==> src/operand_pkg.sv <==
// Purpose: shared constants for the operand register file
// Assumes: 16-bit memory bus, 32-bit registers
// Notes: sizes, status word fields, op codes
package operand_pkg;
  // -------------------------------------------------------------------
  // operand sizes
  // -------------------------------------------------------------------
  localparam int BYTE_W = 8;
  localparam int WORD_W = 16;
  localparam int LONG_W = 32;
  localparam int MSB_POS = 31;
  localparam int NUM_DATA = 8;
  localparam int NUM_ADDR = 8; // seven plus the user stack pointer
  localparam int USP_IDX = 7;
  localparam logic [31:0] REG_RESET = 32'h0000_0000;
  localparam logic [15:0] STATUS_RESET = 16'h2700;
  // status word field positions (condition code byte is bits 7..0)
  localparam int CC_CARRY = 0;
  localparam int CC_OVFL = 1;
  localparam int CC_ZERO = 2;
  localparam int CC_NEG = 3;
  localparam int CC_EXTEND = 4;
  localparam logic [15:0] STATUS_MASK = 16'hA71F;
  localparam logic [7:0] CC_MASK = 8'h1F;
  localparam logic [31:0] LONG_STEP = 32'h0000_0002;

  typedef enum logic [1:0] {SZ_BYTE, SZ_WORD, SZ_LONG, SZ_NONE} size_e;
  typedef enum logic [3:0] {
    OP_NOP, OP_WRITE_DATA, OP_WRITE_ADDR, OP_READ_DATA, OP_READ_ADDR,
    OP_AND_CC, OP_OR_CC, OP_XOR_CC, OP_AND_SW, OP_OR_SW, OP_XOR_SW,
    OP_MOVE_TO_CC, OP_MOVE_TO_SW, OP_MOVE_FROM_SW, OP_USP_TO_REG,
    OP_REG_TO_USP
  } op_e;
  typedef enum logic [1:0] {MEM_IDLE, MEM_HIGH, MEM_LOW} mem_state_e;
endpackage : operand_pkg

==> src/operand_size.sv <==
// Purpose: size decode and operand sign/zero extension helper
// Assumes: purely combinational
// Notes: shared by data and address paths
`timescale 1ns/1ps
module operand_size
  import operand_pkg::*;
(
  input wire logic [1:0] size_field,
  input wire logic explicit_size,
  input wire op_e op,
  input wire logic [31:0] value,
  output size_e size,
  output logic [31:0] sign_ext,
  output logic [31:0] zero_ext
);
  // -------------------------------------------------------------------
  // size selection
  // -------------------------------------------------------------------
  // explicit or implied size
  always_comb begin
    if (explicit_size) begin
      size = size_e'(size_field);
    end else begin
      unique case (op)
        OP_AND_CC, OP_OR_CC, OP_XOR_CC, OP_MOVE_TO_CC: size = SZ_BYTE;
        OP_AND_SW, OP_OR_SW, OP_XOR_SW, OP_MOVE_TO_SW,
        OP_MOVE_FROM_SW: size = SZ_WORD;
        OP_USP_TO_REG, OP_REG_TO_USP: size = SZ_LONG;
        default: size = SZ_NONE; // no implied size for the rest
      endcase
    end
  end

  always_comb begin
    unique case (size)
      SZ_BYTE: begin
        sign_ext = {{(LONG_W-BYTE_W){value[BYTE_W-1]}}, value[BYTE_W-1:0]};
        zero_ext = {{(LONG_W-BYTE_W){1'b0}}, value[BYTE_W-1:0]};
      end
      SZ_WORD: begin
        sign_ext = {{(LONG_W-WORD_W){value[WORD_W-1]}}, value[WORD_W-1:0]};
        zero_ext = {{(LONG_W-WORD_W){1'b0}}, value[WORD_W-1:0]};
      end
      default: begin
        sign_ext = value;
        zero_ext = value;
      end
    endcase
  end
endmodule : operand_size

==> src/operand_regfile.sv <==
// Purpose: operand register file, status word and memory word sequencer
// Assumes: one operation per request, same clock as the core
// Notes: memory port is 16 bits wide, big-endian
//
// Contract
// - byte is 8 bits, word 16 bits, long word 32 bits.
// - size comes from the instruction field or from the operation.
// - eight data registers; seven address registers plus stack pointers; only the user stack pointer is kept.
// - byte in bits 7..0, word in 15..0, long fills the register.
// - bit 0 is least significant, bit 31 most significant.
// - byte or word writes to data registers keep the upper bits.
// - address registers are 32 bits and refuse byte operands.
// - address register source gives low word or all 32 bits.
// - address register destination is always written in full.
// - word ops to address registers sign-extend the operand first.
// - memory is big-endian; high byte at even address.
// - word and long accesses only at even addresses.
// - long word high half at n, low half at n plus two.
// - and, or, xor immediate to condition byte or status word.
// - moves from and to status word, to condition byte, user stack.
// - status word 16 bits; low byte holds X N Z V C.
`timescale 1ns/1ps
module operand_regfile
  import operand_pkg::*;
(
  input wire logic clk,
  input wire logic reset_n,
  input wire logic req,
  input wire op_e op,
  input wire logic [1:0] size_field,
  input wire logic explicit_size,
  input wire logic [2:0] reg_sel,
  input wire logic [31:0] operand,
  input wire logic mem_req,
  input wire logic mem_write,
  input wire logic [31:0] mem_addr,
  input wire logic [15:0] mem_rdata,
  output logic [31:0] result,
  output logic done,
  output logic size_error,
  output logic align_error,
  output logic [15:0] status_word,
  output logic [23:0] bus_addr,
  output logic [15:0] bus_wdata,
  output logic bus_strobe,
  output logic bus_write,
  output logic [1:0] bus_lane,
  output logic [7:0] bcd_high_digits
);
  // -------------------------------------------------------------------
  // storage
  // -------------------------------------------------------------------
  // register banks
  logic [31:0] data_reg [NUM_DATA];
  logic [31:0] data_next [NUM_DATA];
  logic [31:0] addr_reg [NUM_ADDR];
  logic [31:0] addr_next [NUM_ADDR];
  logic [15:0] status_reg, status_next;
  logic [31:0] result_reg, result_next;
  logic done_reg, done_next;
  logic size_err_reg, size_err_next;
  logic align_err_reg, align_err_next;
  logic [7:0] bcd_reg, bcd_next;
  size_e size;
  logic [31:0] sign_ext;
  logic [31:0] zero_ext;
  logic [7:0] cc_in;

  operand_size u_size (
    .size_field(size_field),
    .explicit_size(explicit_size),
    .op(op),
    .value(operand),
    .size(size),
    .sign_ext(sign_ext),
    .zero_ext(zero_ext)
  );

  assign cc_in = operand[BYTE_W-1:0];

  // -------------------------------------------------------------------
  // register update
  // -------------------------------------------------------------------
  // one operation per request; errors reported without any write except the packed digit byte
  always_comb begin
    data_next = data_reg;
    addr_next = addr_reg;
    status_next = status_reg;
    result_next = result_reg;
    done_next = 1'b0;
    size_err_next = 1'b0;
    bcd_next = bcd_reg;
    if (req) begin
      done_next = 1'b1;
      unique case (op)
        OP_WRITE_DATA: begin
          unique case (size)
            SZ_BYTE: data_next[reg_sel][BYTE_W-1:0] = operand[BYTE_W-1:0];
            SZ_WORD: data_next[reg_sel][WORD_W-1:0] = operand[WORD_W-1:0];
            SZ_LONG: data_next[reg_sel] = operand;
            default: size_err_next = 1'b1;
          endcase
          bcd_next = {operand[7:4], operand[3:0]};
        end
        OP_WRITE_ADDR: begin
          if (size == SZ_BYTE || size == SZ_NONE) begin
            size_err_next = 1'b1;
          end else if (size == SZ_WORD) begin
            addr_next[reg_sel] = sign_ext;
          end else begin
            addr_next[reg_sel] = operand;
          end
        end
        OP_READ_DATA: begin
          if (size == SZ_NONE) begin
            size_err_next = 1'b1;
          end else begin
            result_next = (size == SZ_LONG) ? data_reg[reg_sel] :
              (size == SZ_WORD) ?
              {16'h0000, data_reg[reg_sel][WORD_W-1:0]} :
              {24'h00_0000, data_reg[reg_sel][BYTE_W-1:0]};
          end
        end
        OP_READ_ADDR: begin
          if (size == SZ_WORD) begin
            result_next = {16'h0000, addr_reg[reg_sel][WORD_W-1:0]};
          end else if (size == SZ_LONG) begin
            result_next = addr_reg[reg_sel];
          end else begin
            size_err_next = 1'b1;
          end
        end
        OP_AND_CC: status_next[7:0] = status_reg[7:0] & cc_in & CC_MASK;
        OP_OR_CC: status_next[7:0] = (status_reg[7:0] | cc_in) & CC_MASK;
        OP_XOR_CC: status_next[7:0] = (status_reg[7:0] ^ cc_in) & CC_MASK;
        OP_AND_SW:
          status_next = status_reg & operand[15:0] & STATUS_MASK;
        OP_OR_SW:
          status_next = (status_reg | operand[15:0]) & STATUS_MASK;
        OP_XOR_SW:
          status_next = (status_reg ^ operand[15:0]) & STATUS_MASK;
        OP_MOVE_TO_CC: status_next[7:0] = cc_in & CC_MASK;
        OP_MOVE_TO_SW: status_next = operand[15:0] & STATUS_MASK;
        OP_MOVE_FROM_SW: result_next = {16'h0000, status_reg};
        OP_USP_TO_REG: addr_next[reg_sel] = addr_reg[USP_IDX];
        OP_REG_TO_USP: addr_next[USP_IDX] = addr_reg[reg_sel];
        default: done_next = 1'b1;
      endcase
    end
  end

  // bit 31 down to bit 0
  always_ff @(posedge clk or negedge reset_n) begin
    if (!reset_n) begin
      for (int i = 0; i < NUM_DATA; i++) begin
        data_reg[i] <= REG_RESET;
      end
      for (int i = 0; i < NUM_ADDR; i++) begin
        addr_reg[i] <= REG_RESET;
      end
      status_reg <= STATUS_RESET;
      result_reg <= REG_RESET;
      done_reg <= 1'b0;
      size_err_reg <= 1'b0;
      bcd_reg <= 8'h00;
    end else begin
      data_reg <= data_next;
      addr_reg <= addr_next;
      status_reg <= status_next;
      result_reg <= result_next;
      done_reg <= done_next;
      size_err_reg <= size_err_next;
      bcd_reg <= bcd_next;
    end
  end

  // -------------------------------------------------------------------
  // memory word sequencer
  // -------------------------------------------------------------------
  mem_state_e mem_state_reg, mem_state_next;
  logic [23:0] baddr_reg, baddr_next;
  logic [15:0] wdata_reg, wdata_next;
  logic [15:0] low_word_reg, low_word_next;
  logic strobe_reg, strobe_next;
  logic bwrite_reg, bwrite_next;
  logic [1:0] lane_reg, lane_next;
  logic long_reg, long_next;

  // long transfers go as two 16-bit halves, high half first; word transfers as one
  always_comb begin
    mem_state_next = mem_state_reg;
    baddr_next = baddr_reg;
    wdata_next = wdata_reg;
    low_word_next = low_word_reg;
    strobe_next = 1'b0;
    bwrite_next = bwrite_reg;
    lane_next = lane_reg;
    long_next = long_reg;
    align_err_next = 1'b0;
    unique case (mem_state_reg)
      MEM_IDLE: begin
        if (mem_req) begin
          // odd address refused for word and long
          if (mem_addr[0] && size != SZ_BYTE) begin
            align_err_next = 1'b1;
          end else begin
            lane_next = (size == SZ_BYTE) ?
              (mem_addr[0] ? 2'b01 : 2'b10) : 2'b11;
            baddr_next = mem_addr[23:0];
            bwrite_next = mem_write;
            long_next = (size == SZ_LONG);
            wdata_next = (size == SZ_LONG) ? operand[31:16] :
              (size == SZ_BYTE) ? {2{operand[7:0]}} : operand[15:0];
            low_word_next = operand[15:0];
            strobe_next = 1'b1;
            mem_state_next = MEM_HIGH;
          end
        end
      end
      MEM_HIGH: begin
        if (long_reg) begin
          // second word at n plus two
          baddr_next = baddr_reg + LONG_STEP[23:0];
          wdata_next = low_word_reg;
          low_word_next = mem_rdata;
          strobe_next = 1'b1;
          mem_state_next = MEM_LOW;
        end else begin
          mem_state_next = MEM_IDLE;
        end
      end
      MEM_LOW: mem_state_next = MEM_IDLE;
      default: mem_state_next = MEM_IDLE;
    endcase
  end

  always_ff @(posedge clk or negedge reset_n) begin
    if (!reset_n) begin
      mem_state_reg <= MEM_IDLE;
      baddr_reg <= 24'h00_0000;
      wdata_reg <= 16'h0000;
      low_word_reg <= 16'h0000;
      strobe_reg <= 1'b0;
      bwrite_reg <= 1'b0;
      lane_reg <= 2'b00;
      long_reg <= 1'b0;
      align_err_reg <= 1'b0;
    end else begin
      mem_state_reg <= mem_state_next;
      baddr_reg <= baddr_next;
      wdata_reg <= wdata_next;
      low_word_reg <= low_word_next;
      strobe_reg <= strobe_next;
      bwrite_reg <= bwrite_next;
      lane_reg <= lane_next;
      long_reg <= long_next;
      align_err_reg <= align_err_next;
    end
  end

  // -------------------------------------------------------------------
  // outputs
  // -------------------------------------------------------------------
  // status word with condition byte low
  assign status_word = status_reg;
  assign result = result_reg;
  assign done = done_reg;
  assign size_error = size_err_reg;
  assign align_error = align_err_reg;
  assign bus_addr = baddr_reg;
  assign bus_wdata = wdata_reg;
  assign bus_strobe = strobe_reg;
  assign bus_write = bwrite_reg;
  assign bus_lane = lane_reg;
  assign bcd_high_digits = bcd_reg;
endmodule : operand_regfile

==> config.mk <==
export PLATFORM = sky130hd
export DESIGN_NAME = operand_regfile
export DESIGN_NICKNAME = d
export VERILOG_FILES = /design/src/operand_pkg.sv /design/src/operand_size.sv /design/src/operand_regfile.sv
export SDC_FILE = /design/constraint.sdc
export NUM_CORES = 2
export LEC_CHECK = 0
export BUFFER_PORTS_ARGS = -buffer_cell sky130_fd_sc_hd__buf_2
export CAP_MARGIN = 20
export CORE_UTILIZATION = 45
export DETAILED_ROUTE_END_ITERATION = 10
export SYNTH_ARGS = -nofsm -noshare
export SYNTH_HDL_FRONTEND = slang
export SYNTH_SLANG_ARGS = --single-unit
==> constraint.sdc <==
create_clock -name clk -period 4.3 [get_ports clk]
set_clock_uncertainty 0.1 [all_clocks]
set_input_delay 0.86 -clock clk [delete_from_list [all_inputs] [get_ports clk]]
set_output_delay 0.86 -clock clk [all_outputs]
set_load 0.05 [all_outputs]
==> run metrics <==
number of hold-slack violations in the final timing report=0; core area=65,700 sq um; CP peak stage delay=0.43 ns; number of routed nets with antenna violations=0; headroom to the max-slew limit=26.9%; cell area after layout=34,500 sq um; library cell with the largest summed area after synthesis=sky130_fd_sc_hd__dfrtp_1; initial core utilization=45.5%; filler cell count in the final layout=5,920; antenna violations before repair=2; clock tree from TritonCTS=done; Buf+Inv Stages, Crit Path=3; count of buffers added by post-CTS timing repair for setup=0; ratio of routed vias to standard cells=6.09; nets@finish=3,400; CTS Hold Buffers Added=0; mean routed wirelength per cell=25.5 um; cell with the largest stage delay on the worst path=sky130_fd_sc_hd__or3_1; via count of the first global-routing pass=25,000; endpoint type of the worst setup path=register; sequential-to-total area share from yosys stat=52.6%; cells along the critical path=buf_2, buf_4, and3_1, o31a_1, ha_1, or3_1, or3_1, a211o_1, buf_4, a211o_1; power spent charging and discharging nets=5540 uW; Worst EP required=4.70 ns; die width=260 um; RSZ-0062 raised after global routing=false; max frequency=0.288 GHz; sort of element at the start of the critical path=primary input; GRT Overall Usage=32.1%; run status=finished clean; remaining global-route overflow=0; clock sink count=628; Min Clock Period, post-route=3.47 ns; Gate Count Post-Synth=3,132; number of CTS-inserted buffers=70; Setup TNS Final=0 ns; die span in y=260 um; max-slew violation count=0; Pleak=0.0153 uW; largest net degree at the start of global routing=96; top-area cell type share of the netlist area=52.3%; internal power=11,400 uW; remaining design rule violation count=0; detailed placement HPWL=72,100 um; initial detailed-routing violation count=2,957; die outline area=67,400 sq um; worst-path fanout max=22; most frequent cell after synthesis=sky130_fd_sc_hd__nand2_1; Clk pwr share=36.7%; area added between synthesis and finish=15.5%; share of the core filled with cells=52.5%; path type of the worst setup path=in2reg; proportion of power drawn by combinational gates=21.0%; top post-synthesis cells by count=sky130_fd_sc_hd__nand2_1, sky130_fd_sc_hd__dfrtp_1, sky130_fd_sc_hd__o21ai_0, sky130_fd_sc_hd__a21oi_1, sky130_fd_sc_hd__clkbuf_1; Site Rows=94; level count of the clock H-tree=3; top routing layer in use=met5; CP top delay family=simple AND/OR/NAND/NOR gates; final worst path period share=80.8%; proportion of layout cells with a drive suffix above 1=16.7%; worst-margin pin slew=1.10 ns; clock-pin transition on the worst setup and hold timing paths=0.06 ns; Clock Tree Buf Depth=3; fraction of power spent switching nets=32.7%; final cell count without fillers=4,200; worst IR drop on VDD=0.381 mV; leading cell types by total area after synthesis=sky130_fd_sc_hd__dfrtp_1, sky130_fd_sc_hd__nand2_1, sky130_fd_sc_hd__o21ai_0; final worst setup slack=0.828 ns; arrival time at the worst endpoint=3.88 ns; dpl cell area=32,200 sq um; first-pass GRT wire length=161,000 um; post-synthesis cell area=29,900 sq um; total wire length=107,000 um; Yosys cell types=72; count of flip-flops with a built-in enable after synthesis=0; first-pass iteration count of the detailed router=6; fraction of registers with async set/reset=100%; total number of vias=25,600; Synth Area per Inst=9.54 sq um; post-cts resize count=0; master cell of the clock root buffer=sky130_fd_sc_hd__clkbuf_16; MaxCap Viol Count=0; placed instance count=4,071; global placement routability congestion=0.941; power per unit of standard cell area=490 nW/um^2; Clk Latency, worst-skew pair=0.61 ns; metal2 WL=47,100 um; placement-stage worst setup slack=0.242 ns; Synth Warn #=0; class of the most critical hold timing path=in2async; input/output buffers=183; M1 wire length=43,700 um; DR WL met3=10,200 um; Boundary Pins=198; most used flip-flop cell after synthesis=sky130_fd_sc_hd__dfrtp_1; Flop pwr share=42.3%; final-report setup violation count=0; flops & latches, synth=628
==> cells in the final DEF, fill, tap and decap left out, types with 6 or more instances in the layout <==
cell type                   instances
sky130_fd_sc_hd__nand2_1          747
sky130_fd_sc_hd__dfrtp_1          624
sky130_fd_sc_hd__o21ai_0          410
sky130_fd_sc_hd__buf_2            179
sky130_fd_sc_hd__a21oi_1          171
sky130_fd_sc_hd__nor2_1           132
sky130_fd_sc_hd__buf_4            106
sky130_fd_sc_hd__o21ai_1           90
sky130_fd_sc_hd__mux2i_1           82
sky130_fd_sc_hd__clkbuf_16         73
sky130_fd_sc_hd__o22ai_1           55
sky130_fd_sc_hd__mux4_2            54
sky130_fd_sc_hd__a31oi_1           43
sky130_fd_sc_hd__mux2_2            42
sky130_fd_sc_hd__a22o_1            38
sky130_fd_sc_hd__inv_1             35
sky130_fd_sc_hd__nor3_1            33
sky130_fd_sc_hd__nand3_1           28
sky130_fd_sc_hd__a221oi_1          28
sky130_fd_sc_hd__ha_1              25
sky130_fd_sc_hd__buf_12            23
sky130_fd_sc_hd__o221ai_1          22
sky130_fd_sc_hd__o32ai_1           21
sky130_fd_sc_hd__clkbuf_1          21
sky130_fd_sc_hd__nand2b_1          19
sky130_fd_sc_hd__clkbuf_8          15
sky130_fd_sc_hd__a2bb2oi_1         14
sky130_fd_sc_hd__o22a_1            12
sky130_fd_sc_hd__o21a_1            11
sky130_fd_sc_hd__o2bb2ai_1         11
sky130_fd_sc_hd__nor2b_1           10
sky130_fd_sc_hd__a22oi_1           10
sky130_fd_sc_hd__or2_2              9
sky130_fd_sc_hd__or3_1              9
sky130_fd_sc_hd__a211oi_1           8
sky130_fd_sc_hd__clkinv_2           8
sky130_fd_sc_hd__and3_1             6
sky130_fd_sc_hd__a21o_1             6
sky130_fd_sc_hd__conb_1             6
sky130_fd_sc_hd__bufinv_16          6
==> kinds of logic after synthesis <==
family | Yosys count | share of synthesized area (%)
AND/OR/NAND/NOR | 1030 | 14.0
AO/OA/AOI/OAI | 989 | 19.8
flip-flops | 628 | 52.6
buffers and inverters | 278 | 4.03
multiplexers | 178 | 8.40
adder cells (fa/ha/maj) | 25 | 1.05
XOR/XNOR | 3 | 0.0879
other | 1 | 0.0125
==> per-stage QoR <==
step	hold slack, ns	total power, uW
2_1_floorplan	0.342	9490
3_3_place_gp	0.356	10700
3_5_place_dp	0.365	10800
4_1_cts	0.252	17000
5_1_grt	0.243	17600
6_report	0.179	16900
==> worst reg2reg max path: cells and delay by family (launching register included) <==
kind | cells | cell delay, ns
AO/OA/AOI/OAI | 2 | 0.35
buffers and inverters | 1 | 0.60
flip-flops | 1 | 0.42
AND/OR/NAND/NOR | 2 | 0.69
==> power groups by stage <==
stage	Combinational (uW)	Clock [uW]	Sequential, uW
after floorplan	1430	0	8060
after global placement	3460	0	7200
after detailed placement	3540	0	7250
after CTS	3550	6290	7140
after global routing	3830	6520	7230
final	3560	6200	7150
==> path summary, 6_finish.rpt <==
path | slack (ns) | startpoint | depth (start not counted) | endpoint
min in group clk | 0.34 | mem_write | 3 | bus_write
worst max register to register | 2.00 | mem_state_reg[0] | 5 | bus_addr[19]
worst min register to register | 0.37 | addr_reg[144] | 2 | addr_reg[144]
worst max-delay path | 0.83 | op[3] | 10 | addr_reg[29]
worst min-delay path | 0.18 | reset_n | 1 | data_reg[204]
max in group asynchronous | 2.80 | reset_n | 2 | addr_reg[107]
==> routing by layer <==
metal	vias to the layer above	GRT usage, %
met5	-	0
met4	2	16.7
met3	268	7.63
met2	1239	48.2
met1	12700	43.2
li1	11400	-
==> final cells by class <==
class | instances | area (sq um) | share of cell area [%]
multi-input combinational | 2231 | 13000 | 37.7
sequential | 628 | 15700 | 45.5
clock buffer | 108 | 2100 | 6.08
antenna | 1 | 2.50 | 0.00725
inverter | 38 | 143 | 0.413
timing repair buffer | 311 | 2190 | 6.33
clock inverter | 19 | 263 | 0.761
tap | 864 | 1080 | 3.13
Note: power is estimated with default switching activity, not from simulation.
